**config.mk**
```make
export PLATFORM = sky130hd
export DESIGN_NAME = dtl_timer_compare
export DESIGN_NICKNAME = d
export VERILOG_FILES = /design/src/logic/dtl_pkg.sv /design/src/logic/dtl_timer_compare.sv
export SDC_FILE = /design/constraint.sdc
export NUM_CORES = 2
export LEC_CHECK = 0
export BUFFER_PORTS_ARGS = -buffer_cell sky130_fd_sc_hd__buf_2
export CORE_MARGIN = 4
export CORE_UTILIZATION = 58
export CTS_CLUSTER_DIAMETER = 40
export CTS_CLUSTER_SIZE = 30
export DETAILED_ROUTE_END_ITERATION = 12
export PLACE_DENSITY = 0.78
export SLEW_MARGIN = 30
export SYNTH_ARGS = -nofsm -noshare
export SYNTH_HDL_FRONTEND = slang
export SYNTH_SLANG_ARGS = --single-unit
export TNS_END_PERCENT = 20
```
**constraint.sdc**
```tcl
create_clock -name ref_clk_in -period 6.5 [get_ports ref_clk_in]
set_input_delay 0 -clock ref_clk_in [delete_from_list [all_inputs] [get_ports ref_clk_in]]
set_output_delay 0 -clock ref_clk_in [all_outputs]
set_load 0.05 [all_outputs]
```
**src/logic/dtl_pkg.sv**
```systemverilog
// package: register map, limits and carriers for the delay timer and level compare block
package dtl_pkg;
  localparam int unsigned AW = 8;
  localparam int unsigned DW = 32;
  localparam int unsigned NTMR = 3;
  localparam int unsigned NEVT = 4;
  localparam int unsigned FLOW_W = 16;
  localparam int unsigned CONV_W = 28;
  localparam int unsigned LVL_W = 11;
  localparam int unsigned TEMP_W = 12;
  localparam int unsigned SEC_W = 16;
  localparam int unsigned VOL_W = 32;
  localparam int unsigned HM_W = 11;
  localparam logic [AW-1:0] A_CTRL = 8'h00;
  localparam logic [AW-1:0] A_FLOW = 8'h04;
  localparam logic [AW-1:0] A_RTD = 8'h08;
  localparam logic [AW-1:0] A_STAT = 8'h0c;
  localparam logic [AW-1:0] A_TOD = 8'h10;
  localparam logic [AW-1:0] A_VOL = 8'h14;
  localparam logic [AW-1:0] A_FDISP = 8'h18;
  localparam logic [AW-1:0] A_TMR0 = 8'h20;
  localparam logic [AW-1:0] TMR_STRIDE = 8'h08;
  localparam logic [AW-1:0] TAB_OFS = 8'h04;
  localparam logic [AW-1:0] A_TEL0 = 8'h38;
  localparam logic [AW-1:0] A_EVT0 = 8'h48;
  localparam logic [AW-1:0] WORD_STRIDE = 8'h04;
  localparam int unsigned CTRL_UNIT_LSB = 0;
  localparam int unsigned CTRL_CUSTOM_BIT = 2;
  localparam int unsigned CTRL_CLEAR_BIT = 3;
  localparam int unsigned HI_LSB = 0;
  localparam int unsigned LO_LSB = 16;
  localparam logic [LVL_W-1:0] LEVEL_MAX = 11'd2000;
  localparam logic [LVL_W-1:0] RTD_MAX = 11'd2000;
  localparam logic [LVL_W-1:0] HIFLOW_DEF = 11'd2000;
  localparam logic [LVL_W-1:0] LOFLOW_DEF = 11'd50;
  localparam logic [LVL_W-1:0] RTDH_DEF = 11'd1000;
  localparam logic [LVL_W-1:0] RTDL_DEF = 11'd500;
  localparam logic [16:0] SEC_PER_MIN = 17'd60;
  localparam logic [16:0] SEC_PER_HR = 17'd3600;
  localparam logic [SEC_W-1:0] INTERVAL_MAX = 16'hffff;
  localparam logic [4:0] HR_MAX = 5'd23;
  localparam logic [5:0] MIN_MAX = 6'd59;
  localparam logic [5:0] SEC_MAX = 6'd59;
  localparam logic [2:0] DAY_MAX = 3'd6;
  localparam logic [7:0] EN_TAB_DEF = 8'h40;
  localparam logic [7:0] RST_TAB_DEF = 8'haa;
  localparam int unsigned CLK_HZ = 125_000_000;
  localparam int unsigned TICK_PERIOD_S = 1;
  localparam int unsigned TICK_CYCLES_DEF = CLK_HZ * TICK_PERIOD_S;

  typedef enum logic [1:0] {DELAY_ON, DELAY_ON_INIT, DELAY_OFF} dtl_mode_e;
  typedef enum logic [1:0] {UNIT_LPS, UNIT_LPM, UNIT_LPH} dtl_unit_e;

  typedef struct packed {
    logic [12:0] rsv;
    dtl_mode_e mode;
    logic [4:0] hr;
    logic [5:0] mi;
    logic [5:0] se;
  } dtl_tcfg_s;

  typedef struct packed {
    logic [15:0] rsv;
    logic [7:0] rst_tab;
    logic [7:0] en_tab;
  } dtl_ttab_s;

  typedef struct packed {
    logic [2:0] rsv;
    logic [6:0] days;
    logic [4:0] off_h;
    logic [5:0] off_m;
    logic [4:0] on_h;
    logic [5:0] on_m;
  } dtl_evt_s;

  typedef struct packed {
    logic [11:0] rsv;
    logic [2:0] day;
    logic [4:0] hr;
    logic [5:0] mi;
    logic [5:0] se;
  } dtl_tod_s;

  typedef struct packed {
    logic logic_input_one;
    logic logic_input_two;
    logic logic_input_three;
  } dtl_tin_s;

  typedef struct packed {
    logic schedule;
    logic rtd_one_low_flag;
    logic rtd_one_high_flag;
    logic low_flow_flag;
    logic high_flow_flag;
    logic [2:0] timer_out;
  } dtl_src_s;

  localparam dtl_tcfg_s TCFG_DEF = '{rsv: '0, mode: DELAY_ON, hr: '0, mi: '0, se: 6'd1};
  localparam dtl_ttab_s TTAB_DEF = '{rsv: '0, rst_tab: RST_TAB_DEF, en_tab: EN_TAB_DEF};
endpackage : dtl_pkg

```
**src/logic/dtl_timer_compare.sv**
```systemverilog
// module: three delay timers, flow and rtd level compares, volume total and day schedule
`timescale 1ns/1ns

module dtl_timer_compare
  import dtl_pkg::*;
#(
  parameter int unsigned TICK_CYCLES = TICK_CYCLES_DEF
) (
  input wire logic ref_clk_in,
  input wire logic rst_n_in,
  input wire logic ce_in,
  input wire logic [AW-1:0] addr_in,
  input wire logic [DW-1:0] wdata_in,
  input wire logic wr_in,
  input wire logic rd_in,
  output logic [DW-1:0] rdata_out,
  input wire logic [FLOW_W-1:0] flow_lps_in,
  input wire logic [TEMP_W-1:0] rtd_temp_in,
  input wire logic litre_pulse_in,
  input wire dtl_tin_s [NTMR-1:0] timer_in_in,
  output dtl_src_s sources_out
);

  function automatic logic [LVL_W-1:0] clamp_lvl(input logic [15:0] v, input logic [LVL_W-1:0] mx);
    return (v > 16'(mx)) ? mx : v[LVL_W-1:0];
  endfunction : clamp_lvl

  function automatic logic [SEC_W-1:0] hms_sec(input dtl_tcfg_s c);
    logic [16:0] t;
    t = 17'(c.hr) * SEC_PER_HR + 17'(c.mi) * SEC_PER_MIN + 17'(c.se);
    return (t > 17'(INTERVAL_MAX)) ? INTERVAL_MAX : t[SEC_W-1:0];
  endfunction : hms_sec

  function automatic dtl_evt_s clamp_evt(input logic [DW-1:0] w);
    dtl_evt_s e;
    e = dtl_evt_s'(w);
    e.rsv = '0;
    if (e.on_h > HR_MAX) begin
      e.on_h = HR_MAX;
    end
    if (e.off_h > HR_MAX) begin
      e.off_h = HR_MAX;
    end
    if (e.on_m > MIN_MAX) begin
      e.on_m = MIN_MAX;
    end
    if (e.off_m > MIN_MAX) begin
      e.off_m = MIN_MAX;
    end
    return e;
  endfunction : clamp_evt

  dtl_unit_e unit_q;
  logic custom_q;
  logic [LVL_W-1:0] hflow_q;
  logic [LVL_W-1:0] lflow_q;
  logic [LVL_W-1:0] rtdh_q;
  logic [LVL_W-1:0] rtdl_q;
  dtl_tcfg_s tcfg_q [NTMR];
  dtl_ttab_s ttab_q [NTMR];
  dtl_evt_s evt_q [NEVT];
  dtl_tod_s tod_q;
  logic [VOL_W-1:0] vol_q;
  logic [31:0] presc_q;
  logic tick_q;
  logic [CONV_W-1:0] flow_disp;
  logic [SEC_W-1:0] el_q [NTMR];
  logic [NTMR-1:0] tout_q;
  logic [NEVT-1:0] evt_act;
  dtl_src_s src_q;
  logic [DW-1:0] rdata_q;
  logic [DW-1:0] rmux;
  logic clear_req;

  // a write with the clear bit low is the declined answer and leaves the total alone
  assign clear_req = wr_in && (addr_in == A_CTRL) && wdata_in[CTRL_CLEAR_BIT];

  // control and level registers
  always_ff @(posedge ref_clk_in) begin
    if (!rst_n_in) begin
      unit_q <= UNIT_LPS;
      custom_q <= 1'b0;
      hflow_q <= HIFLOW_DEF;
      lflow_q <= LOFLOW_DEF;
      rtdh_q <= RTDH_DEF;
      rtdl_q <= RTDL_DEF;
    end else if (ce_in && wr_in) begin
      if (addr_in == A_CTRL) begin
        unit_q <= dtl_unit_e'(wdata_in[CTRL_UNIT_LSB +: 2]);
        custom_q <= wdata_in[CTRL_CUSTOM_BIT];
      end
      if (addr_in == A_FLOW) begin
        hflow_q <= clamp_lvl(wdata_in[HI_LSB +: 16], LEVEL_MAX);
        lflow_q <= clamp_lvl(wdata_in[LO_LSB +: 16], LEVEL_MAX);
      end
      if (addr_in == A_RTD) begin
        rtdh_q <= clamp_lvl(wdata_in[HI_LSB +: 16], RTD_MAX);
        rtdl_q <= clamp_lvl(wdata_in[LO_LSB +: 16], RTD_MAX);
      end
    end
  end

  // timer and event configuration
  always_ff @(posedge ref_clk_in) begin
    if (!rst_n_in) begin
      for (int i = 0; i < NTMR; i++) begin
        tcfg_q[i] <= TCFG_DEF;
        ttab_q[i] <= TTAB_DEF;
      end
      for (int e = 0; e < NEVT; e++) begin
        evt_q[e] <= '0;
      end
    end else if (ce_in && wr_in) begin
      for (int i = 0; i < NTMR; i++) begin
        if (addr_in == AW'(A_TMR0 + TMR_STRIDE * i)) begin
          tcfg_q[i] <= dtl_tcfg_s'(wdata_in & {{13{1'b0}}, {19{1'b1}}});
        end
        if (addr_in == AW'(A_TMR0 + TMR_STRIDE * i + TAB_OFS)) begin
          ttab_q[i] <= dtl_ttab_s'({16'h0000, wdata_in[15:0]});
        end
      end
      for (int e = 0; e < NEVT; e++) begin
        if (addr_in == AW'(A_EVT0 + WORD_STRIDE * e)) begin
          evt_q[e] <= clamp_evt(wdata_in);
        end
      end
    end
  end

  // one-second tick; a long prescale, so simulations shrink TICK_CYCLES
  always_ff @(posedge ref_clk_in) begin
    if (!rst_n_in) begin
      presc_q <= '0;
      tick_q <= 1'b0;
    end else if (ce_in) begin
      if (presc_q >= 32'(TICK_CYCLES - 1)) begin
        presc_q <= '0;
        tick_q <= 1'b1;
      end else begin
        presc_q <= presc_q + 32'd1;
        tick_q <= 1'b0;
      end
    end
  end

  // time of day keeping; a software write wins over the tick
  always_ff @(posedge ref_clk_in) begin
    if (!rst_n_in) begin
      tod_q <= '0;
    end else if (ce_in) begin
      if (wr_in && addr_in == A_TOD) begin
        tod_q <= dtl_tod_s'({12'h000, wdata_in[19:0]});
      end else if (tick_q) begin
        if (tod_q.se < SEC_MAX) begin
          tod_q.se <= tod_q.se + 6'd1;
        end else begin
          tod_q.se <= '0;
          if (tod_q.mi < MIN_MAX) begin
            tod_q.mi <= tod_q.mi + 6'd1;
          end else begin
            tod_q.mi <= '0;
            if (tod_q.hr < HR_MAX) begin
              tod_q.hr <= tod_q.hr + 5'd1;
            end else begin
              tod_q.hr <= '0;
              tod_q.day <= (tod_q.day < DAY_MAX) ? tod_q.day + 3'd1 : 3'd0;
            end
          end
        end
      end
    end
  end

  // delivered volume: a pulse in the clear cycle still counts
  always_ff @(posedge ref_clk_in) begin
    if (!rst_n_in) begin
      vol_q <= '0;
    end else if (ce_in) begin
      if (clear_req) begin
        vol_q <= litre_pulse_in ? 32'd1 : 32'd0;
      end else if (litre_pulse_in) begin
        vol_q <= vol_q + 32'd1;
      end
    end
  end

  // flow in the selected unit, shared by display and compares
  always_comb begin
    case (unit_q)
      UNIT_LPS: flow_disp = CONV_W'(flow_lps_in);
      UNIT_LPM: flow_disp = CONV_W'(flow_lps_in) * CONV_W'(SEC_PER_MIN);
      UNIT_LPH: flow_disp = CONV_W'(flow_lps_in) * CONV_W'(SEC_PER_HR);
      default: flow_disp = CONV_W'(flow_lps_in);
    endcase
  end

  genvar gi;
  generate
    for (gi = 0; gi < NTMR; gi++) begin : g_tmr
      logic [2:0] term;
      logic en_c;
      logic rst_c;
      logic en_prev_q;
      logic armed_q;
      logic init_q;
      logic out_d;
      logic [SEC_W-1:0] ivl;

      assign ivl = hms_sec(tcfg_q[gi]);
      assign term = {timer_in_in[gi].logic_input_one, timer_in_in[gi].logic_input_two,
                     timer_in_in[gi].logic_input_three};
      assign en_c = custom_q ? ttab_q[gi].en_tab[term] : EN_TAB_DEF[term];
      assign rst_c = custom_q ? ttab_q[gi].rst_tab[term] : RST_TAB_DEF[term];

      always_comb begin
        out_d = 1'b0;
        if (rst_c) begin
          out_d = 1'b0;
        end else begin
          case (tcfg_q[gi].mode)
            DELAY_ON, DELAY_ON_INIT: out_d = en_c && armed_q && (el_q[gi] >= ivl);
            // en_prev keeps the output up in the falling cycle before timing is armed
            DELAY_OFF: out_d = en_c || en_prev_q || (armed_q && (el_q[gi] < ivl));
            default: out_d = 1'b0;
          endcase
        end
      end

      // preload waits until the init mode is chosen, as long as no enable edge or reset term has come since reset
      always_ff @(posedge ref_clk_in) begin
        if (!rst_n_in) begin
          en_prev_q <= 1'b0;
          armed_q <= 1'b0;
          init_q <= 1'b1;
          el_q[gi] <= '0;
          tout_q[gi] <= 1'b0;
        end else if (ce_in) begin
          en_prev_q <= en_c;
          tout_q[gi] <= out_d;
          if (rst_c) begin
            armed_q <= 1'b0;
            el_q[gi] <= '0;
            init_q <= 1'b0;
          end else if (init_q && tcfg_q[gi].mode == DELAY_ON_INIT) begin
            el_q[gi] <= ivl;
            armed_q <= 1'b1;
            init_q <= 1'b0;
          end else begin
            case (tcfg_q[gi].mode)
              DELAY_ON, DELAY_ON_INIT: begin
                if (en_c && !en_prev_q) begin
                  el_q[gi] <= '0;
                  armed_q <= 1'b1;
                  init_q <= 1'b0;
                end else if (!en_c) begin
                  armed_q <= 1'b0;
                end else if (tick_q && armed_q && el_q[gi] < ivl) begin
                  el_q[gi] <= el_q[gi] + 16'd1;
                end
              end
              DELAY_OFF: begin
                if (!en_c && en_prev_q) begin
                  el_q[gi] <= '0;
                  armed_q <= 1'b1;
                  init_q <= 1'b0;
                end else if (en_c) begin
                  armed_q <= 1'b0;
                end else if (tick_q && armed_q && el_q[gi] < ivl) begin
                  el_q[gi] <= el_q[gi] + 16'd1;
                end
              end
              default: begin
                armed_q <= 1'b0;
                el_q[gi] <= '0;
              end
            endcase
          end
        end
      end
    end
  endgenerate

  genvar ge;
  generate
    for (ge = 0; ge < NEVT; ge++) begin : g_evt
      logic [HM_W-1:0] now_hm;
      logic [HM_W-1:0] on_hm;
      logic [HM_W-1:0] off_hm;
      logic in_win;

      assign now_hm = {tod_q.hr, tod_q.mi};
      assign on_hm = {evt_q[ge].on_h, evt_q[ge].on_m};
      assign off_hm = {evt_q[ge].off_h, evt_q[ge].off_m};
      // an on time later than the off time spans midnight
      assign in_win = (on_hm <= off_hm) ? (now_hm >= on_hm && now_hm < off_hm)
                                        : (now_hm >= on_hm || now_hm < off_hm);
      assign evt_act[ge] = (tod_q.day <= DAY_MAX) && evt_q[ge].days[tod_q.day] && in_win;
    end
  endgenerate

  // compares and digital sources, evaluated every cycle the clock enable is high
  always_ff @(posedge ref_clk_in) begin
    if (!rst_n_in) begin
      src_q <= '0;
    end else if (ce_in) begin
      src_q.high_flow_flag <= flow_disp > CONV_W'(hflow_q);
      src_q.low_flow_flag <= flow_disp < CONV_W'(lflow_q);
      src_q.rtd_one_high_flag <= rtd_temp_in > TEMP_W'(rtdh_q);
      src_q.rtd_one_low_flag <= rtd_temp_in < TEMP_W'(rtdl_q);
      src_q.schedule <= |evt_act;
      src_q.timer_out <= tout_q;
    end
  end

  assign sources_out = src_q;

  // read mux; unmapped addresses read as zero
  always_comb begin
    rmux = '0;
    case (addr_in)
      A_CTRL: rmux = DW'({custom_q, unit_q});
      A_FLOW: rmux = DW'({5'h00, lflow_q, 5'h00, hflow_q});
      A_RTD: rmux = DW'({5'h00, rtdl_q, 5'h00, rtdh_q});
      A_STAT: rmux = DW'(src_q);
      A_TOD: rmux = DW'(tod_q);
      A_VOL: rmux = vol_q;
      A_FDISP: rmux = DW'(flow_disp);
      default: rmux = '0;
    endcase
    for (int i = 0; i < NTMR; i++) begin
      if (addr_in == AW'(A_TMR0 + TMR_STRIDE * i)) begin
        rmux = DW'(tcfg_q[i]);
      end
      if (addr_in == AW'(A_TMR0 + TMR_STRIDE * i + TAB_OFS)) begin
        rmux = DW'(ttab_q[i]);
      end
      if (addr_in == AW'(A_TEL0 + WORD_STRIDE * i)) begin
        rmux = DW'(el_q[i]);
      end
    end
    for (int e = 0; e < NEVT; e++) begin
      if (addr_in == AW'(A_EVT0 + WORD_STRIDE * e)) begin
        rmux = DW'(evt_q[e]);
      end
    end
  end

  // read data stand for the one cycle after the strobe, zero otherwise
  always_ff @(posedge ref_clk_in) begin
    if (!rst_n_in) begin
      rdata_q <= '0;
    end else if (ce_in) begin
      rdata_q <= rd_in ? rmux : '0;
    end
  end

  assign rdata_out = rdata_q;

endmodule : dtl_timer_compare

```
==> results by group <==
Critical path
  • CP endpoint kind: flip-flop
  • WP data required: 6.77 ns
  • Critical path startpoint: tcfg_q[0][45]$_DFFE_PP_
  • WP data arrival: 6.82 ns
  • Crit Path Category: flip-flop to flip-flop
  • Maximum fanout along the worst path: 8
  • CP Launch Type: flip-flop
  • Crit Reg-Reg Startpoint: tcfg_q[0][45]$_DFFE_PP_
  • Largest stage delay, worst path: 0.60 ns
  • CP max-delay cell: fa_1

Worst hold path
  • Worst hold start: timer_in_in[1]
  • Hold crit path type: input pin to flip-flop

Timing
  • Rel. slew slack: 21.3%
  • Crit path time final: 6.55 ns
  • Hold Fails Final Rpt: 0
  • Fmax: 153 MHz
  • RSZ-0062 raised after global routing: true
  • Worst slew pin tran: 1.15 ns
  • Final Max Slew Viols: 0
  • Final setup margin: -0.0500 ns
  • Final setup vio count: 18
  • Final worst path period share: 101%
  • Setup Skew: 0.0362 ns

Clocking
  • CTS tree: yes
  • Root Buffer Master: clkbuf_16
  • H-Tree Depth: 3
  • Worst-Skew Late Latency: 0.64 ns
  • # clock sinks: 453
  • CTS buffer count: 80
  • Clock transition at path regs: 0.05 ns
  • Max Root-Sink Buffers: 3

Pwr
  • Leak pwr: 18.1 nW
  • Switching share of power: 35.2%
  • Pwr Density: 281 nW/µm²
  • Overall Power: 11.6 mW
  • Max rail drop VDD: 0.253 mV
  • Sw power: 4.08 mW
  • Flop pwr share: 28.4%
  • Clock group share of total power: 36.1%
  • Pint: 7.51 mW
  • Power share of the combinational group: 35.5%

Placed design
  • Placement Setup Slack: -0.0984 ns
  • Port bufs: 122
  • Hpwl dp: 89600 µm
  • Dpl cells: 4648
  • Gpl congestion: 1.03
  • Placed Area: 37400 µm²

Layout
  • P&R area growth vs syn: 15.0%
  • Post-route design area: 41200 µm²
  • Reg area: 11800 µm²
  • Fin cells: 4874
  • Multi-input logic area: 22500 µm²
  • Share of cells above drive strength 1: 13.4%
  • Final nets: 4636
  • # fillers: 4664

Logic synthesis
  • Most instantiated cells after synthesis: ha_1 (453), inv_1 (363), nor2_1 (308)
  • Synth top area cells: edfxtp_1 (23%), ha_1 (16%), dfxtp_1 (10%)
  • Synthesized cell area: 35800 µm²
  • Async SR Flop Fraction: 0%
  • Avg Synthesized Cell Area: 9.41 µm²
  • Share of the synthesized area in the top cell type: 22.5%
  • Synthesized instance count: 3807
  • Syn Nets: 4427
  • Post-synthesis cell type count: 111
  • YS warnings: 0
  • Area leader, netlist: edfxtp_1
  • Seq cells post-synth: 453
  • Post-synthesis sequential area ratio: 32.8%
  • Main synth FF type: edfxtp_1
  • Post-synth EDFFs: 269
  • Count leader, synth: ha_1

Global routing
  • Vias in the first global route: 30300
  • GRT Residual Overflow: 0
  • First-pass GRT wire length: 180000 µm
  • Met1 Resource Use GR: 44.9%
  • Met2 GRT Util: 54.6%
  • Pin count of the biggest net entering global routing: 62
  • Met3 usage: 9.32%
  • Most used routing layer in global routing: met2
  • Initial antenna violation count: 14
  • GRT Overall Usage: 35.3%

Outcome
  • Failing checks: negative setup slack
  • Run status: finished, violations left

Drt
  • Final WL: 121000 µm
  • Post-route DRC violation count: 0
  • Average vias per placed instance: 6.50
  • DRT Pass-1 Iters: 8
  • Routed Antenna Nets: 0
  • DR iter-0 viols: 4002
  • Wire per inst: 24.8 µm
  • Via Count: 31700

Floorplanning
  • Die Wd: 257 µm
  • Rows: 90
  • Core area: 60800 µm²
  • Die Ht: 257 µm
  • Ports: 123
  • Starting density of the core: 58.9%
  • DIE AREA: 65800 µm²

Flow run
  • Max_cap viols: 0
what timing repair did:
item,CTS,global route
hold buffers,46,0
hold endpoints to repair,195,0
resized for setup,3,75
pin swaps,3,46
gates cloned,1,2
buffers inserted,0,19
endpoints found under the setup margin,36,99
through the flow:
step                util, %  hold WS, ns  TNS [ns]
global placement       61.6        0.218         0
finish                 67.8       0.0264    -0.607
CTS                    66.8      0.00274         0
detailed placement     61.6        0.223     -2.52
global route           67.7       0.0863    -18.24
floorplan                 -        0.101    -0.366
per-layer routing:
metal  part of all wire, %  vias up
li1                      -    14300
met1                    37    15000
met2                    44     1940
met3                    12      490
met4                   6.9        2
met5                0.0058        -
power groups by stage:
stage / Sequential (mW) / Clock (mW) / Combinational [mW]
5_1_grt: 3.29 / 4.32 / 4.58
4_1_cts: 3.28 / 4.18 / 3.76
6_report: 3.29 / 4.18 / 4.11
2_1_floorplan: 3.29 / 0 / 2.76
3_3_place_gp: 3.33 / 0 / 3.62
3_5_place_dp: 3.34 / 0 / 3.70
cell type report:
class | instances | share of cell area [%]
diodes | 10 | 0.0607
clock buffers | 92 | 5.22
repair buffers | 272 | 4.70
multi-input cells | 2845 | 54.5
inverters | 364 | 3.32
clock inverters | 56 | 1.27
flip-flops and latches | 453 | 28.5
well taps | 782 | 2.37
cell usage in the layout (no fill, tap or decap), types with 38 or more instances in the layout:
master and count:
nand2b_1 40, a21o_1 73, ha_1 440, nor2b_1 49
nand4_1 53, o211ai_1 54, dfxtp_1 184, a22oi_1 48
xor2_1 91, nand2_1 262, nand3_1 94, o21ai_0 152
inv_1 357, xnor2_1 92, o21a_1 38, o22ai_1 58
fa_1 84, clkbuf_16 84, and2_1 105, nor2_1 290
buf_2 121, buf_4 97, dlygate4sd3_1 46, nor3_1 44
edfxtp_1 269, a21oi_1 178
registers in the layout (all words and copies together) (netlist names), 8 cells and up:
signal	count
evt_q	116
tcfg_q	57
el_q	48
ttab_q	48
presc_q	32
rdata_out	32
vol_q	32
g_evt.now_hm	11
hflow_q	11
lflow_q	11
rtdh_q	11
rtdl_q	11
tod_q	9
sources_out	8
critical path: cells and delay by family, from the launching register on:
kind | cells | cell delay, ns
AOI/OAI and AO/OA | 14 | 2.21
and+or+nand+nor | 2 | 0.47
buffers and inverters | 5 | 0.59
adders and majority gates | 6 | 2.19
xor gates and xnor gates | 2 | 0.32
DFF | 1 | 0.42
final timing paths:
check,to,slack (ns),depth (start not counted)
setup / recovery,el_q[2][2]$_SDFFCE_PP0P_,-0.05,29
hold / removal,g_tmr[0].en_prev_q$_SDFFE_PN0P_,0.03,4
hold reg to reg,g_tmr[0].init_q$_SDFFE_PN1P_,0.44,2
setup reg to reg,el_q[2][2]$_SDFFCE_PP0P_,-0.05,29
logic make-up after synthesis:
group	share of synthesized area, %
AO/OA/AOI/OAI	18.4
XOR/XNOR	4.57
flip-flops	32.8
multiplexers	1.84
adder cells (fa/ha/maj)	20.6
AND/OR/NAND/NOR	15.7
buffers and inverters	6.18
Power figures use the tool's default switching activity.
